==> src/common/srp_pkg.sv <==
// Register map, field positions and reset values for S/PDIF routing and clock power control
package srp_pkg;
  // Register indices on the serial control port
  localparam logic [6:0] REG_SOFT_RESET   = 7'h00;
  localparam logic [6:0] REG_RX_INPUT_SEL = 7'h08;
  localparam logic [6:0] REG_TX_CTRL_FOUR = 7'h15;
  localparam logic [6:0] REG_POWER_DOWN   = 7'h1e;

  // Field positions
  localparam int RXSEL_LSB   = 0;
  localparam int RXSEL_W     = 3;
  localparam int TRANSMIT_SOURCE_SELECT_BIT   = 6;
  localparam int PLL_POWERDOWN_BIT   = 0;
  localparam int TXPD_BIT    = 2;
  localparam int OSCILLATOR_POWERDOWN_BIT   = 3;

  // Writable bit masks; all other bits are reserved
  localparam logic [7:0] RXSEL_MASK = 8'h07;
  localparam logic [7:0] TX4_MASK   = 8'h40;
  localparam logic [7:0] PWR_MASK   = 8'h0d;

  // Reset values
  localparam logic [7:0] RXSEL_RST = 8'h00;
  localparam logic [7:0] TX4_RST   = 8'h40;
  localparam logic [7:0] PWR_RST   = 8'h0d;

  // Transmit source encodings
  localparam logic TRANSMIT_SOURCE_SELECT_RECOVERED  = 1'b0;
  localparam logic TRANSMIT_SOURCE_SELECT_AUDIO_PORT = 1'b1;

  // Output clock source codes shared by master clock pin and aux clock output
  localparam logic [1:0] CLKSRC_OSC   = 2'h0;
  localparam logic [1:0] CLKSRC_PLL_A = 2'h1;
  localparam logic [1:0] CLKSRC_PLL_B = 2'h2;

  // PLL factor widths
  localparam int PLL_N_W   = 4;
  localparam int PLL_K_W   = 22;
  localparam int POSTDIV_W = 2;

  // PLL control modes
  typedef enum logic [1:0] {
    SRP_PLL_DEFAULT = 2'b00,
    SRP_PLL_TRACK   = 2'b01,
    SRP_PLL_FREEZE  = 2'b10
  } srp_pll_state_t;
endpackage

==> src/rtl/srp_routing_power.sv <==
// Routing, power-down and PLL mode control behind the serial control port
`timescale 1ns/100ps
// Function
// - A three-bit selector picks which of eight receive inputs feeds clock and data recovery.
// - The transmit source bit picks recovered data on PLL clock B or audio port data on mclk.
// - The transmitter power-down bit disables the transmitter when set and resets set.
// - The oscillator power-down bit stops the oscillator clock when set and resets set.
// - The oscillator clock can be routed to the master clock pin and the aux clock output.
// - The PLL enters automatic mode whenever the receiver is enabled.
// - In automatic mode the receiver drives the PLL factors to track the stream.
// - PLL-sourced output clocks follow the incoming stream rate in automatic mode.
// - After a rate change the output clocks keep running but are invalid until lock.
// - When the stream stops the PLL factors freeze at the last recovered values.
// - With receive configured and no stream yet seen since enable the PLL defaults to roughly 24MHz.
// - With the receiver disabled the PLL uses the software factors and dividers.
// - In automatic mode the device sets the post divider, overriding software.
module srp_routing_power (
  input  wire logic        core_clk,
  input  wire logic        resetn,
  // Decoded register access from the serial control port
  input  wire logic [6:0]  reg_index,
  input  wire logic [7:0]  reg_wdata,
  input  wire logic        reg_write,
  input  wire logic        reg_read,
  output logic      [7:0]  reg_rdata,
  // Receive inputs from pins
  input  wire logic [7:0]  receive_input,
  output logic             cdr_data,
  // Receiver side, same clock
  input  wire logic        receiver_enable,
  input  wire logic        stream_present,
  input  wire logic        rx_lock,
  input  wire logic [3:0]  rx_n,
  input  wire logic [21:0] rx_k,
  input  wire logic [1:0]  rx_post_divider,
  input  wire logic        recovered_data,
  // Software PLL settings from other registers
  input  wire logic [3:0]  sw_n,
  input  wire logic [21:0] sw_k,
  input  wire logic [1:0]  sw_post_divider,
  // Output clock routing requests
  input  wire logic        mclk_pin_is_output,
  input  wire logic [1:0]  mclk_source,
  input  wire logic        aux_clock_enable,
  input  wire logic [1:0]  aux_source,
  // Transmitter
  input  wire logic        audio_port_data,
  output logic             transmit_data,
  output logic             transmit_encode_clock_sel,
  output logic             transmitter_enable,
  // Power and clock outputs
  output logic             oscillator_enable,
  output logic             pll_enable,
  output logic             mclk_use_oscillator,
  output logic             aux_use_oscillator,
  output logic             output_clocks_valid,
  output logic             pll_auto_mode,
  output logic      [3:0]  pll_n,
  output logic      [21:0] pll_k,
  output logic      [1:0]  pll_post_divider
);
  logic [7:0] rxsel_r, rxsel_nxt;
  logic [7:0] tx4_r, tx4_nxt;
  logic [7:0] pwr_r, pwr_nxt;
  logic [7:0] rdata_r, rdata_nxt;
  logic [7:0] rx_meta_r, rx_sync_r;
  logic       cdr_r, txd_r, cdr_nxt, txd_nxt;
  logic       clocks_valid;
  srp_pkg::srp_pll_state_t pll_state;

  // Shared decode of register index
  function automatic logic hit(input logic [6:0] idx, input logic [6:0] target);
    hit = (idx == target);
  endfunction

  ////////////////////////////////////////////////////////////////////////////
  // Register writes; reserved bits are masked off so they read zero
  always_comb
  begin
    rxsel_nxt = rxsel_r;
    tx4_nxt   = tx4_r;
    pwr_nxt   = pwr_r;
    if (reg_write)
    begin
      if (hit(reg_index, srp_pkg::REG_SOFT_RESET))
      begin
        // Soft reset returns everything to defaults, powering all down
        rxsel_nxt = srp_pkg::RXSEL_RST;
        tx4_nxt   = srp_pkg::TX4_RST;
        pwr_nxt   = srp_pkg::PWR_RST;
      end
      if (hit(reg_index, srp_pkg::REG_RX_INPUT_SEL))
        rxsel_nxt = reg_wdata & srp_pkg::RXSEL_MASK;
      if (hit(reg_index, srp_pkg::REG_TX_CTRL_FOUR))
        tx4_nxt = reg_wdata & srp_pkg::TX4_MASK;
      if (hit(reg_index, srp_pkg::REG_POWER_DOWN))
        pwr_nxt = reg_wdata & srp_pkg::PWR_MASK;
    end
  end

  // Read data is registered; unmapped indices read zero
  always_comb
  begin
    rdata_nxt = rdata_r;
    if (reg_read)
    begin
      unique case (reg_index)
        srp_pkg::REG_RX_INPUT_SEL: rdata_nxt = rxsel_r;
        srp_pkg::REG_TX_CTRL_FOUR: rdata_nxt = tx4_r;
        srp_pkg::REG_POWER_DOWN:   rdata_nxt = pwr_r;
        default:                   rdata_nxt = 8'h00;
      endcase
    end
  end

  always_ff @(posedge core_clk or negedge resetn)
  begin
    if (!resetn)
    begin
      rxsel_r <= srp_pkg::RXSEL_RST;
      tx4_r   <= srp_pkg::TX4_RST;
      pwr_r   <= srp_pkg::PWR_RST;
      rdata_r <= 8'h00;
    end
    else
    begin
      rxsel_r <= rxsel_nxt;
      tx4_r   <= tx4_nxt;
      pwr_r   <= pwr_nxt;
      rdata_r <= rdata_nxt;
    end
  end

  assign reg_rdata = rdata_r;

  ////////////////////////////////////////////////////////////////////////////
  // Two-stage synchronisers for the asynchronous receive pins
  genvar gi;
  generate
    for (gi = 0; gi < 8; gi++)
    begin : g_rx_sync
      always_ff @(posedge core_clk or negedge resetn)
      begin
        if (!resetn)
        begin
          rx_meta_r[gi] <= 1'b0;
          rx_sync_r[gi] <= 1'b0;
        end
        else
        begin
          rx_meta_r[gi] <= receive_input[gi];
          rx_sync_r[gi] <= rx_meta_r[gi];
        end
      end
    end
  endgenerate

  ////////////////////////////////////////////////////////////////////////////
  // Data routing: input select and transmit source, both registered
  always_comb
  begin
    cdr_nxt = rx_sync_r[rxsel_r[srp_pkg::RXSEL_LSB +: srp_pkg::RXSEL_W]];
    if (pwr_r[srp_pkg::TXPD_BIT])
      txd_nxt = 1'b0;
    else if (tx4_r[srp_pkg::TRANSMIT_SOURCE_SELECT_BIT] == srp_pkg::TRANSMIT_SOURCE_SELECT_AUDIO_PORT)
      txd_nxt = audio_port_data;
    else
      txd_nxt = recovered_data;
  end

  always_ff @(posedge core_clk or negedge resetn)
  begin
    if (!resetn)
    begin
      cdr_r <= 1'b0;
      txd_r <= 1'b0;
    end
    else
    begin
      cdr_r <= cdr_nxt;
      txd_r <= txd_nxt;
    end
  end

  assign cdr_data                  = cdr_r;
  assign transmit_data             = txd_r;
  // High selects mclk pin, low selects PLL clock B
  assign transmit_encode_clock_sel = tx4_r[srp_pkg::TRANSMIT_SOURCE_SELECT_BIT];

  ////////////////////////////////////////////////////////////////////////////
  // Power enables straight from the register so they act on the write
  assign transmitter_enable = ~pwr_r[srp_pkg::TXPD_BIT];
  assign oscillator_enable  = ~pwr_r[srp_pkg::OSCILLATOR_POWERDOWN_BIT];
  assign pll_enable         = ~pwr_r[srp_pkg::PLL_POWERDOWN_BIT];
  assign pll_auto_mode      = receiver_enable;

  // Oscillator clock reaches pins only while it runs and the pin is configured
  assign mclk_use_oscillator = oscillator_enable & mclk_pin_is_output &
                               (mclk_source == srp_pkg::CLKSRC_OSC);
  assign aux_use_oscillator  = oscillator_enable & aux_clock_enable &
                               (aux_source == srp_pkg::CLKSRC_OSC);

  // In automatic mode PLL-sourced output clocks follow the stream; validity waits for lock
  srp_pll_mode u_pll_mode (
    .core_clk         (core_clk),
    .resetn           (resetn),
    .auto_mode        (receiver_enable),
    .stream_present   (stream_present),
    .rx_lock          (rx_lock),
    .rx_n             (rx_n),
    .rx_k             (rx_k),
    .rx_post_divider  (rx_post_divider),
    .sw_n             (sw_n),
    .sw_k             (sw_k),
    .sw_post_divider  (sw_post_divider),
    .pll_n            (pll_n),
    .pll_k            (pll_k),
    .pll_post_divider (pll_post_divider),
    .clocks_valid     (clocks_valid),
    .pll_state        (pll_state)
  );
  assign output_clocks_valid = clocks_valid;
endmodule // srp_routing_power

==> src/rtl/srp_pll_mode.sv <==
// PLL factor selection: manual factors, automatic tracking, freeze and default
`timescale 1ns/100ps
module srp_pll_mode #(
  parameter logic [3:0]  DEF_N       = 4'h8,      // Factors giving roughly 24MHz output
  parameter logic [21:0] DEF_K       = 22'h000000,
  parameter logic [1:0]  DEF_POSTDIV = 2'h2
) (
  input  wire logic        core_clk,
  input  wire logic        resetn,
  input  wire logic        auto_mode,
  input  wire logic        stream_present,
  input  wire logic        rx_lock,
  input  wire logic [3:0]  rx_n,
  input  wire logic [21:0] rx_k,
  input  wire logic [1:0]  rx_post_divider,
  input  wire logic [3:0]  sw_n,
  input  wire logic [21:0] sw_k,
  input  wire logic [1:0]  sw_post_divider,
  output logic      [3:0]  pll_n,
  output logic      [21:0] pll_k,
  output logic      [1:0]  pll_post_divider,
  output logic             clocks_valid,
  output srp_pkg::srp_pll_state_t pll_state
);
  srp_pkg::srp_pll_state_t state_r, state_nxt;
  logic [3:0]  n_r, n_nxt;
  logic [21:0] k_r, k_nxt;
  logic [1:0]  pd_r, pd_nxt;
  logic        valid_r, valid_nxt;

  ////////////////////////////////////////////////////////////////////////////
  // Next factors: manual when the receiver is off, else defaults, receiver values or held
  always_comb
  begin
    state_nxt = state_r;
    n_nxt     = n_r;
    k_nxt     = k_r;
    pd_nxt    = pd_r;
    valid_nxt = valid_r;
    if (!auto_mode)
    begin
      state_nxt = srp_pkg::SRP_PLL_DEFAULT;
      n_nxt     = sw_n;
      k_nxt     = sw_k;
      pd_nxt    = sw_post_divider;
      valid_nxt = 1'b1;
    end
    else
    begin
      unique case (state_r)
        srp_pkg::SRP_PLL_DEFAULT:
        begin
          n_nxt     = DEF_N;
          k_nxt     = DEF_K;
          pd_nxt    = DEF_POSTDIV;
          valid_nxt = 1'b0;
          if (stream_present)
            state_nxt = srp_pkg::SRP_PLL_TRACK;
        end
        srp_pkg::SRP_PLL_TRACK:
        begin
          // Stream loss holds the factors at once, so no stale receiver value slips in
          if (stream_present)
          begin
            n_nxt     = rx_n;
            k_nxt     = rx_k;
            pd_nxt    = rx_post_divider;
            valid_nxt = rx_lock;
          end
          else
            state_nxt = srp_pkg::SRP_PLL_FREEZE;
        end
        srp_pkg::SRP_PLL_FREEZE:
        begin
          // Factors hold so clocks keep the last recovered rate
          if (stream_present)
          begin
            state_nxt = srp_pkg::SRP_PLL_TRACK;
            valid_nxt = rx_lock;
          end
        end
        default:
          state_nxt = srp_pkg::SRP_PLL_DEFAULT;
      endcase
    end
  end

  // Registers only
  always_ff @(posedge core_clk or negedge resetn)
  begin
    if (!resetn)
    begin
      state_r <= srp_pkg::SRP_PLL_DEFAULT;
      n_r     <= DEF_N;
      k_r     <= DEF_K;
      pd_r    <= DEF_POSTDIV;
      valid_r <= 1'b0;
    end
    else
    begin
      state_r <= state_nxt;
      n_r     <= n_nxt;
      k_r     <= k_nxt;
      pd_r    <= pd_nxt;
      valid_r <= valid_nxt;
    end
  end

  assign pll_n            = n_r;
  assign pll_k            = k_r;
  assign pll_post_divider = pd_r;
  assign clocks_valid     = valid_r;
  assign pll_state        = state_r;
endmodule // srp_pll_mode

==> config.mk <==
export PLATFORM = sky130hd
export DESIGN_NAME = srp_routing_power
export DESIGN_NICKNAME = d
export VERILOG_FILES = /design/src/common/srp_pkg.sv /design/src/rtl/srp_routing_power.sv /design/src/rtl/srp_pll_mode.sv
export SDC_FILE = /design/constraint.sdc
export NUM_CORES = 1
export LEC_CHECK = 0
export BUFFER_PORTS_ARGS = -buffer_cell sky130_fd_sc_hd__buf_2
export CELL_PAD_IN_SITES_DETAIL_PLACEMENT = 1
export CELL_PAD_IN_SITES_GLOBAL_PLACEMENT = 2
export CORE_UTILIZATION = 27
export DETAILED_ROUTE_END_ITERATION = 6
export GPL_TIMING_DRIVEN = 0
export HOLD_SLACK_MARGIN = 0.03
export PLACE_DENSITY = 0.86
export SKIP_CTS_REPAIR_TIMING = 1
export SLEW_MARGIN = 20
export SYNTH_ARGS = -nofsm -noshare
export SYNTH_HDL_FRONTEND = slang
export SYNTH_SLANG_ARGS = --single-unit
export TNS_END_PERCENT = 10
==> constraint.sdc <==
create_clock -name core_clk -period 1.7 [get_ports core_clk]
set_clock_uncertainty 0.15 [all_clocks]
set_input_delay 0.34 -clock core_clk [delete_from_list [all_inputs] [get_ports core_clk]]
set_output_delay 0.34 -clock core_clk [all_outputs]
set_load 0.03 [all_outputs]
==> results.md, run 1 <==
Outcome:
- The run finished with clean final reports.

Synth:
- The count of state elements after synthesis is 61.
- In this run, synthesis inferred 0 flip-flops with an integrated enable.
- For this run, the number of Yosys warnings is 0.
- Dividing the synthesized area by the synthesized cell count gives 10.9 um^2.
- The fraction of synthesis flops using an asynchronous set or reset pin is 1.00.
- Counting instances in the post-synthesis netlist gives the leading cell types as sky130_fd_sc_hd__dfrtp_1 (55), sky130_fd_sc_hd__nand3_1 (32), sky130_fd_sc_hd__nand3_2 (18).
- The dominant cell type by area after synthesis is sky130_fd_sc_hd__dfrtp_1.
- By area the synthesized netlist is led by sky130_fd_sc_hd__dfrtp_1 (46%), sky130_fd_sc_hd__nand3_2 (6.0%), sky130_fd_sc_hd__nand3_1 (5.3%).
- The fraction of the yosys area taken by sequential cells is 0.508.
- The synthesized netlist contains 41 unique library cells.
- The most frequent cell after synthesis is sky130_fd_sc_hd__dfrtp_1.
- The top-area cell type share of the netlist area is 0.456.
- The mapped netlist covers 3020 um^2.
- In the synthesized netlist, the number of instances is 276.
- The most frequently used flop master after synthesis is sky130_fd_sc_hd__dfrtp_1.

Layout:
- Summing all flip-flop and latch instances after layout gives 1540 um^2.
- The final antenna diode count is 0.
- In the final layout, the share of cells above drive strength 1 is 0.516.
- The fill cell total of the finished layout is 1280.
- The total number of nets in the final design is 533.
- The area of combinational cells with multiple inputs is 1330 um^2.
- From synthesis to final layout, the design area changed by 41.0%.

Timing:
- Once routing completed, OpenROAD measured the worst setup slack at ~0.02 ns.
- The worst-margin pin slew is 0.792 ns.
- The worst pin sits at a relative slew slack of 0.472.
- Setup violations remaining at the end of the flow were counted as 0.
- After routing, the total negative slack on setup checks comes to 0 ns.
- The final count of pins violating max slew came to 0.
- The final number of hold-violating endpoints is 0.
- Final hold analysis gives a worst-case slack of 0.0619 ns.
- Of the available clock period, the critical path in the final layout requires 0.988.
- Based on the critical path, the design can be clocked at up to 595 MHz.
- After layout, the minimum clock period comes to about 1.7 ns.
- Setup repair after global routing could not meet its margin everywhere.

Global routing:
- The aggregate global routing overflow is 0.
- The overall routing resource usage is 0.162.
- The first-pass GRT wire length is 14300 um.
- The pin count of the biggest net entering global routing is 62.
- The initial antenna violation count came to 0.
- The number of global-route vias before repair is 2797.

CTS:
- The number of buffers between clock root and the deepest sink is 2.
- The source-to-sink clock delay at the later pin of the worst-skew pair is approximately 0.34 ns.
- The tree is rooted in a sky130_fd_sc_hd__clkbuf_8.
- The H-tree depth is 3.
- The number of clock sinks is a little over 60.
- The number of buffers created by CTS is 9.
- The clock slew seen by the registers of the worst setup and hold paths is 0.07 ns.
- The clock tree from TritonCTS is built.

Critical path:
- In this run the critical register-to-register path is captured at u_pll_mode.pll_state[1].
- The buffering stage count on the worst path with inverters included is 1.
- The family of cells with the greatest summed delay on the critical path is flip-flops.
- The depth of the worst register-to-register path is 4.
- The critical path depth in cells is 2.
- The category of the critical setup timing path is flop to output pin.
- STA puts the critical path data required time at 1.21 ns.
- In this run the worst setup path begins at pwr_r[3].
- The delay of the slowest cell on the worst path is 0.41 ns.
- The reg-to-reg critical path startpoint is u_pll_mode.pll_state[1].
- The worst setup path is captured at an output pin.
- The element type at the critical path start is a flop.
- The critical path ends at aux_use_oscillator.
- Along the worst path, the maximum fanout reaches 5.
- The endpoint arrival time on the critical path is 1.19 ns.
- The signal on the critical path passes through nor4b_2 -> buf_4.
- The setup slack of the worst register-to-register path is 0.03 ns.
- Among all stages on the critical path, the largest delay is contributed by sky130_fd_sc_hd__dfstp_2.

Placement:
- The congestion estimate from routability-driven global placement came to 0.771.
- During placement, the flow inserted port buffers numbering 132.
- The post-placement worst setup slack is -0.0556 ns.
- The wire-length estimate of the detail-placed layout is 6770 um.

Flow run:
- The number of maximum-capacitance violations is 0.

Power and ir drop:
- Across the VDD grid, the largest voltage drop is 0.475 mV.
- Summed over all cells, the static leakage comes to 2.08 nW.
- In this run the power density over the cells is 937 nW/um^2.

Routing:
- The count of unresolved DRC violations after routing is 0.
- For this block, the initial DRC count from the detailed router was 94.
- Wires add up to 9340 um.
- In the routed layout, each cell is associated on average with a via count of 4.70.
- The via count of the routed design is approximately 2.7k.
- The first detailed-routing pass took 4 iterations.
- The detail route stage leaves a number of antenna-violating nets equal to 0.
- Dividing the detail-routed wire length by the instance count gives around 16 um.

Floorplanning:
- The overall die area is ~12000 um^2.
- The initial core utilization is 0.277.
- 140 I/O pins were placed.
- The vertical die dimension is 108 um.
- The area of the core region is around 11000 um^2.
- The horizontal die dimension is 108 um.
- The row count is 38.

Min path:
- The path category of the worst min-delay check is input pin to flop.
flip-flops by register name, summed over array words and instances, names as in the netlist:
register                     cells
u_pll_mode.pll_k                22
rx_meta_r                        8
rx_sync_r                        8
reg_rdata                        5
u_pll_mode.pll_n                 4
pwr_r                            3
rxsel_r                          3
u_pll_mode.pll_post_divider      2
u_pll_mode.pll_state             2
cdr_data                         1
transmit_data                    1
tx4_r                            1
u_pll_mode.clocks_valid          1
how the worst min path moves through the flow:
| stage | slack (ns) | cells past startpoint | end | from |
|---|---|---|---|---|
| after floorplan | -0.11 | 0 | cdr_data | resetn |
| after global placement | 0.19 | 0 | rx_sync_r[2] | rx_meta_r[2] |
| after detailed placement | 0.19 | 0 | rx_sync_r[3] | rx_meta_r[3] |
| after CTS | -0.06 | 1 | rx_meta_r[2] | receive_input[2] |
| after global routing | 0.05 | 3 | u_pll_mode.pll_n[0] | sw_n[0] |
| final | 0.06 | 3 | u_pll_mode.pll_k[13] | sw_k[13] |
worst register-to-register path: cells and delay by family (launching register included):
kind / cells / cell delay [ns]
adders and majority gates: 1 / 0.20
DFF: 1 / 0.41
and+or+nand+nor: 1 / 0.52
AOI/OAI and AO/OA: 1 / 0.16
buffers and inverters: 1 / 0.16
power by group:
part	total, W	leakage (nW)	internal [W]	switching, W
sequential	0.00170	0.741	0.00160	0.0000963
clock	0.00133	0.100	0.000684	0.000642
combinational	0.000969	1.23	0.000386	0.000583
layout make-up:
| class | count | area share |
|---|---|---|
| plain buffers | 23 | 0.0379 |
| clock buffers | 9 | 0.0291 |
| clock inverters | 7 | 0.0173 |
| inverters | 14 | 0.0123 |
| multi-input cells | 180 | 0.312 |
| flip-flops and latches | 61 | 0.361 |
| well taps | 140 | 0.0412 |
| repair buffers | 146 | 0.190 |
stage by stage:
step	util	power, W	cells	instance area, um^2
2_1_floorplan	-	0.00227	278	3030
3_3_place_gp	0.355	0.00261	550	3860
3_5_place_dp	0.355	0.00264	550	3860
4_1_cts	0.373	0.00399	566	4060
5_1_grt	0.391	0.00420	580	4260
6_report	0.391	0.00399	580	4260
cells in the final DEF (no fill, tap or decap), types with 3 or more instances in the layout:
cell type	synthesis	routed
sky130_fd_sc_hd__o21ai_2	13	13
sky130_fd_sc_hd__nand3_1	32	32
sky130_fd_sc_hd__o22a_1	3	3
sky130_fd_sc_hd__conb_1	1	3
sky130_fd_sc_hd__a21oi_1	11	11
sky130_fd_sc_hd__clkbuf_8	0	9
sky130_fd_sc_hd__nand4_1	15	15
sky130_fd_sc_hd__buf_4	6	13
sky130_fd_sc_hd__dlygate4sd3_1	0	9
sky130_fd_sc_hd__o22ai_1	8	8
sky130_fd_sc_hd__dfstp_2	6	6
sky130_fd_sc_hd__dfrtp_1	55	54
sky130_fd_sc_hd__nand3_2	18	18
sky130_fd_sc_hd__buf_2	12	140
sky130_fd_sc_hd__nand2_1	11	11
sky130_fd_sc_hd__nand2b_1	16	16
sky130_fd_sc_hd__mux2i_1	6	5
sky130_fd_sc_hd__nor2b_1	12	12
sky130_fd_sc_hd__inv_1	14	12
per-layer routing:
layer	part of all wire	vias up	global-route usage
li1	-	1295	-
met2	0.51	94	0.280
met5	0	-	0
met1	0.43	1329	0.207
met3	0.054	10	0.0333
met4	0.0094	0	0.0382
cell families (layout without fill, tap and decap cells):
group / count (synthesis) / after routing / share of synthesized area
mux: 8 / 8 / 0.0348
simple gates: 121 / 121 / 0.266
flops: 61 / 61 / 0.508
buf+inv: 37 / 199 / 0.0688
fa+ha+maj: 4 / 4 / 0.0166
other cells: 1 / 3 / 0.00124
compound gates: 44 / 44 / 0.105
(Power assumes the default switching activity.)
==> run 2, diff against run 1 <==
--- a/config.mk
+++ b/config.mk
@@ -12,7 +12,7 @@
 export DETAILED_ROUTE_END_ITERATION = 6
 export GPL_TIMING_DRIVEN = 0
 export HOLD_SLACK_MARGIN = 0.03
-export PLACE_DENSITY = 0.86
+export PLACE_DENSITY = 0.78
 export SKIP_CTS_REPAIR_TIMING = 1
 export SLEW_MARGIN = 20
 export SYNTH_ARGS = -nofsm -noshare
==> results.md, run 2 (synthesis gave the netlist of run 1 again) <==
Outcome:
- The run finished with clean final reports.

Timing:
- The final count of pins violating max slew was 0.
- At the pin with the least slew margin, the transition time is between 0.4 and 0.5 ns.
- The final number of setup-violating endpoints is 0.
- In the final timing run, aggregate negative setup slack is 0 ns.
- The headroom to the max-slew limit is 0.672.
- The worst path needs 1.67 ns of the cycle, external delays included.
- Setup slack closes at around 0.028 ns.
- Of the available clock period, the critical path in the final layout requires 0.984.
- Setup repair after global routing could not meet its margin everywhere.
- The tightest hold path in the finished design has a slack of 0.0483 ns.
- The final number of hold-violating endpoints was 0.
- Derived from the worst setup path, the maximum achievable clock frequency is between 500 and 600 MHz.

Routing:
- The via count of the routed design is 2749.
- The number of vias per cell after detailed routing is 4.72.
- The first-iteration detailed-routing DRC count is 46.
- The first detailed-routing pass ran for 6 iterations.
- The average detailed-routed wire length per instance is 15.9 um.
- The detail route stage leaves a number of antenna-violating nets equal to 0.
- The count of unresolved DRC violations after routing is 0.
- Summed over all layers, the routed wires come to 9240 um.

Critical path:
- The worst register-to-register path ends at u_pll_mode.pll_state[1].
- The required time of the worst setup path is 1.21 ns.
- The worst setup path is captured at an output pin.
- Setup slack on the worst reg-to-reg path comes out at about 0.060 ns.
- The element type at the critical path start is a flop.
- The depth of the worst register-to-register path is 4.
- The largest fanout of any net on the critical path is 5.
- In this run the critical register-to-register path is launched from u_pll_mode.pll_state[1].
- The category of the critical setup timing path is flop to output pin.
- STA puts the critical path data arrival time at 1.18 ns.

Layout:
- In the final layout, the share of cells above drive strength 1 is 0.514.
- The area overhead of the layout relative to synthesis is 42.5%.
- The filler cells instantiated in the layout total 1277.
- The final antenna diode count is 0.
- Leaving out filler cells and counting taps, the final layout contains 582.
- The library cells used most frequently in the layout, excluding fill and tap cells, are sky130_fd_sc_hd__buf_2 (138), sky130_fd_sc_hd__dfrtp_1 (54), sky130_fd_sc_hd__nand3_1 (32).
- The number of flip-flops under the largest register name is 22.
- The library cell used most frequently in the layout, excluding fill and tap cells, is sky130_fd_sc_hd__buf_2.
- The net count of the finished layout is 535.

CTS:
- At the later pin of the worst-skew pair, clock insertion delay measures 0.35 ns.
- The number of clock sinks is 61.
- TritonCTS built the clock tree.
- Counting along the longest clock path gives a buffer depth of 2.
- In this run, CTS created clock tree buffers numbering 9.
- The root buffer cell chosen for the clock tree is sky130_fd_sc_hd__clkbuf_8.
- CTS built an H-tree with a depth of 3.
- The clock slew seen by the registers of the worst setup and hold paths is 0.07 ns.

Placement:
- Routability-driven placement finished with a final weighted congestion of 0.777.
- The detailed placement HPWL is about 6900 um.
- During placement, the flow inserted port buffers numbering 132.
- The post-placement worst setup slack is -0.0682 ns.
- The number of placed cells counting well taps is approximately 550.

Global routing:
- Entering global routing, the biggest net connects 40 pins.
- After global routing the overflow that remains totals 0.
- In the global route stage, overall resource usage came out at 0.164.
- The first global-routing pass estimated 14300 um of wire.
- The initial antenna violation count is 0.
- The number of global-route vias before repair is between 2k and 3k.

Min path:
- The worst hold path terminates at u_pll_mode.pll_k[1].
- The cell depth of the worst hold path is 3.
- The startpoint identified for the worst hold timing path is sw_k[1].
- The path category of the worst min-delay check is input pin to flop.

Power and ir drop:
- The worst voltage drop across the vdd grid is 0.492 mV.
- The leakage power is 2.09 nW.
- Power spread over the standard cell area amounts to 922 nW/um^2.

Floorplanning:
- The initial core utilization is 0.277.
- The number of ports placed on the die boundary is 140.
- The die is roughly 110 um tall.
- In this run the core area contains 38 standard-cell rows.
- The die covers 11600 um^2.
- The horizontal die dimension is 108 um.
- In this run the standard cell core region covers 10900 um^2.

Flow run:
- Across the run, the number of max-cap violations was 0.
-- run 2: layer usage --
| metal | wire (um) | global-route usage | vias up |
|---|---|---|---|
| met5 | 0 | 0 | - |
| met4 | 78 | 0.0411 | 0 |
| met3 | 705 | 0.0623 | 9 |
| met2 | 4650 | 0.275 | 103 |
| met1 | 3810 | 0.197 | 1331 |
| li1 | - | - | 1306 |
-- run 2: final cells by class --
cell class | instances | area [um^2] | share of cell area
Clock buffer | 10 | 128 | 0.0297
Tap cell | 140 | 175 | 0.0407
Clock inverter | 6 | 63.8 | 0.0148
Multi-Input combinational cell | 180 | 1340 | 0.312
Timing Repair Buffer | 148 | 837 | 0.195
Sequential cell | 61 | 1540 | 0.357
Buffer | 23 | 168 | 0.0390
Inverter | 14 | 52.6 | 0.0122
-- run 2: critical path, stage by stage, from the launching register on --
cell and delay (ns):
sky130_fd_sc_hd__dfstp_2 0.62, sky130_fd_sc_hd__inv_1 0.07, sky130_fd_sc_hd__buf_6 0.14
-- run 2: report_power, final --
group          switching (W)  total, W  internal, W
clock network       0.000615   0.00129     0.000674
logic               0.000582  0.000978     0.000396
registers          0.0000985   0.00170      0.00160
total                0.00130   0.00397      0.00267
-- run 2: how the worst max path moves through the flow --
| stage | start | to | slack (ns) | cells past startpoint |
|---|---|---|---|---|
| after floorplan | pwr_r[3] | aux_use_oscillator | -0.24 | 1 |
| after global placement | resetn | u_pll_mode.pll_k[3] | -0.08 | 1 |
| after detailed placement | u_pll_mode.pll_state[1] | u_pll_mode.pll_k[17] | -0.07 | 7 |
| after CTS | pwr_r[3] | aux_use_oscillator | -0.15 | 2 |
| after global routing | pwr_r[3] | mclk_use_oscillator | -0.03 | 2 |
| final | pwr_r[3] | oscillator_enable | 0.03 | 2 |
-- run 2: stage by stage --
stage,cell area (um^2),utilization,power [W]
after floorplan,3030,-,0.00227
after global placement,3860,0.355,0.00262
after detailed placement,3880,0.357,0.00264
after CTS,4080,0.374,0.00396
after global routing,4300,0.395,0.00417
final,4300,0.395,0.00397
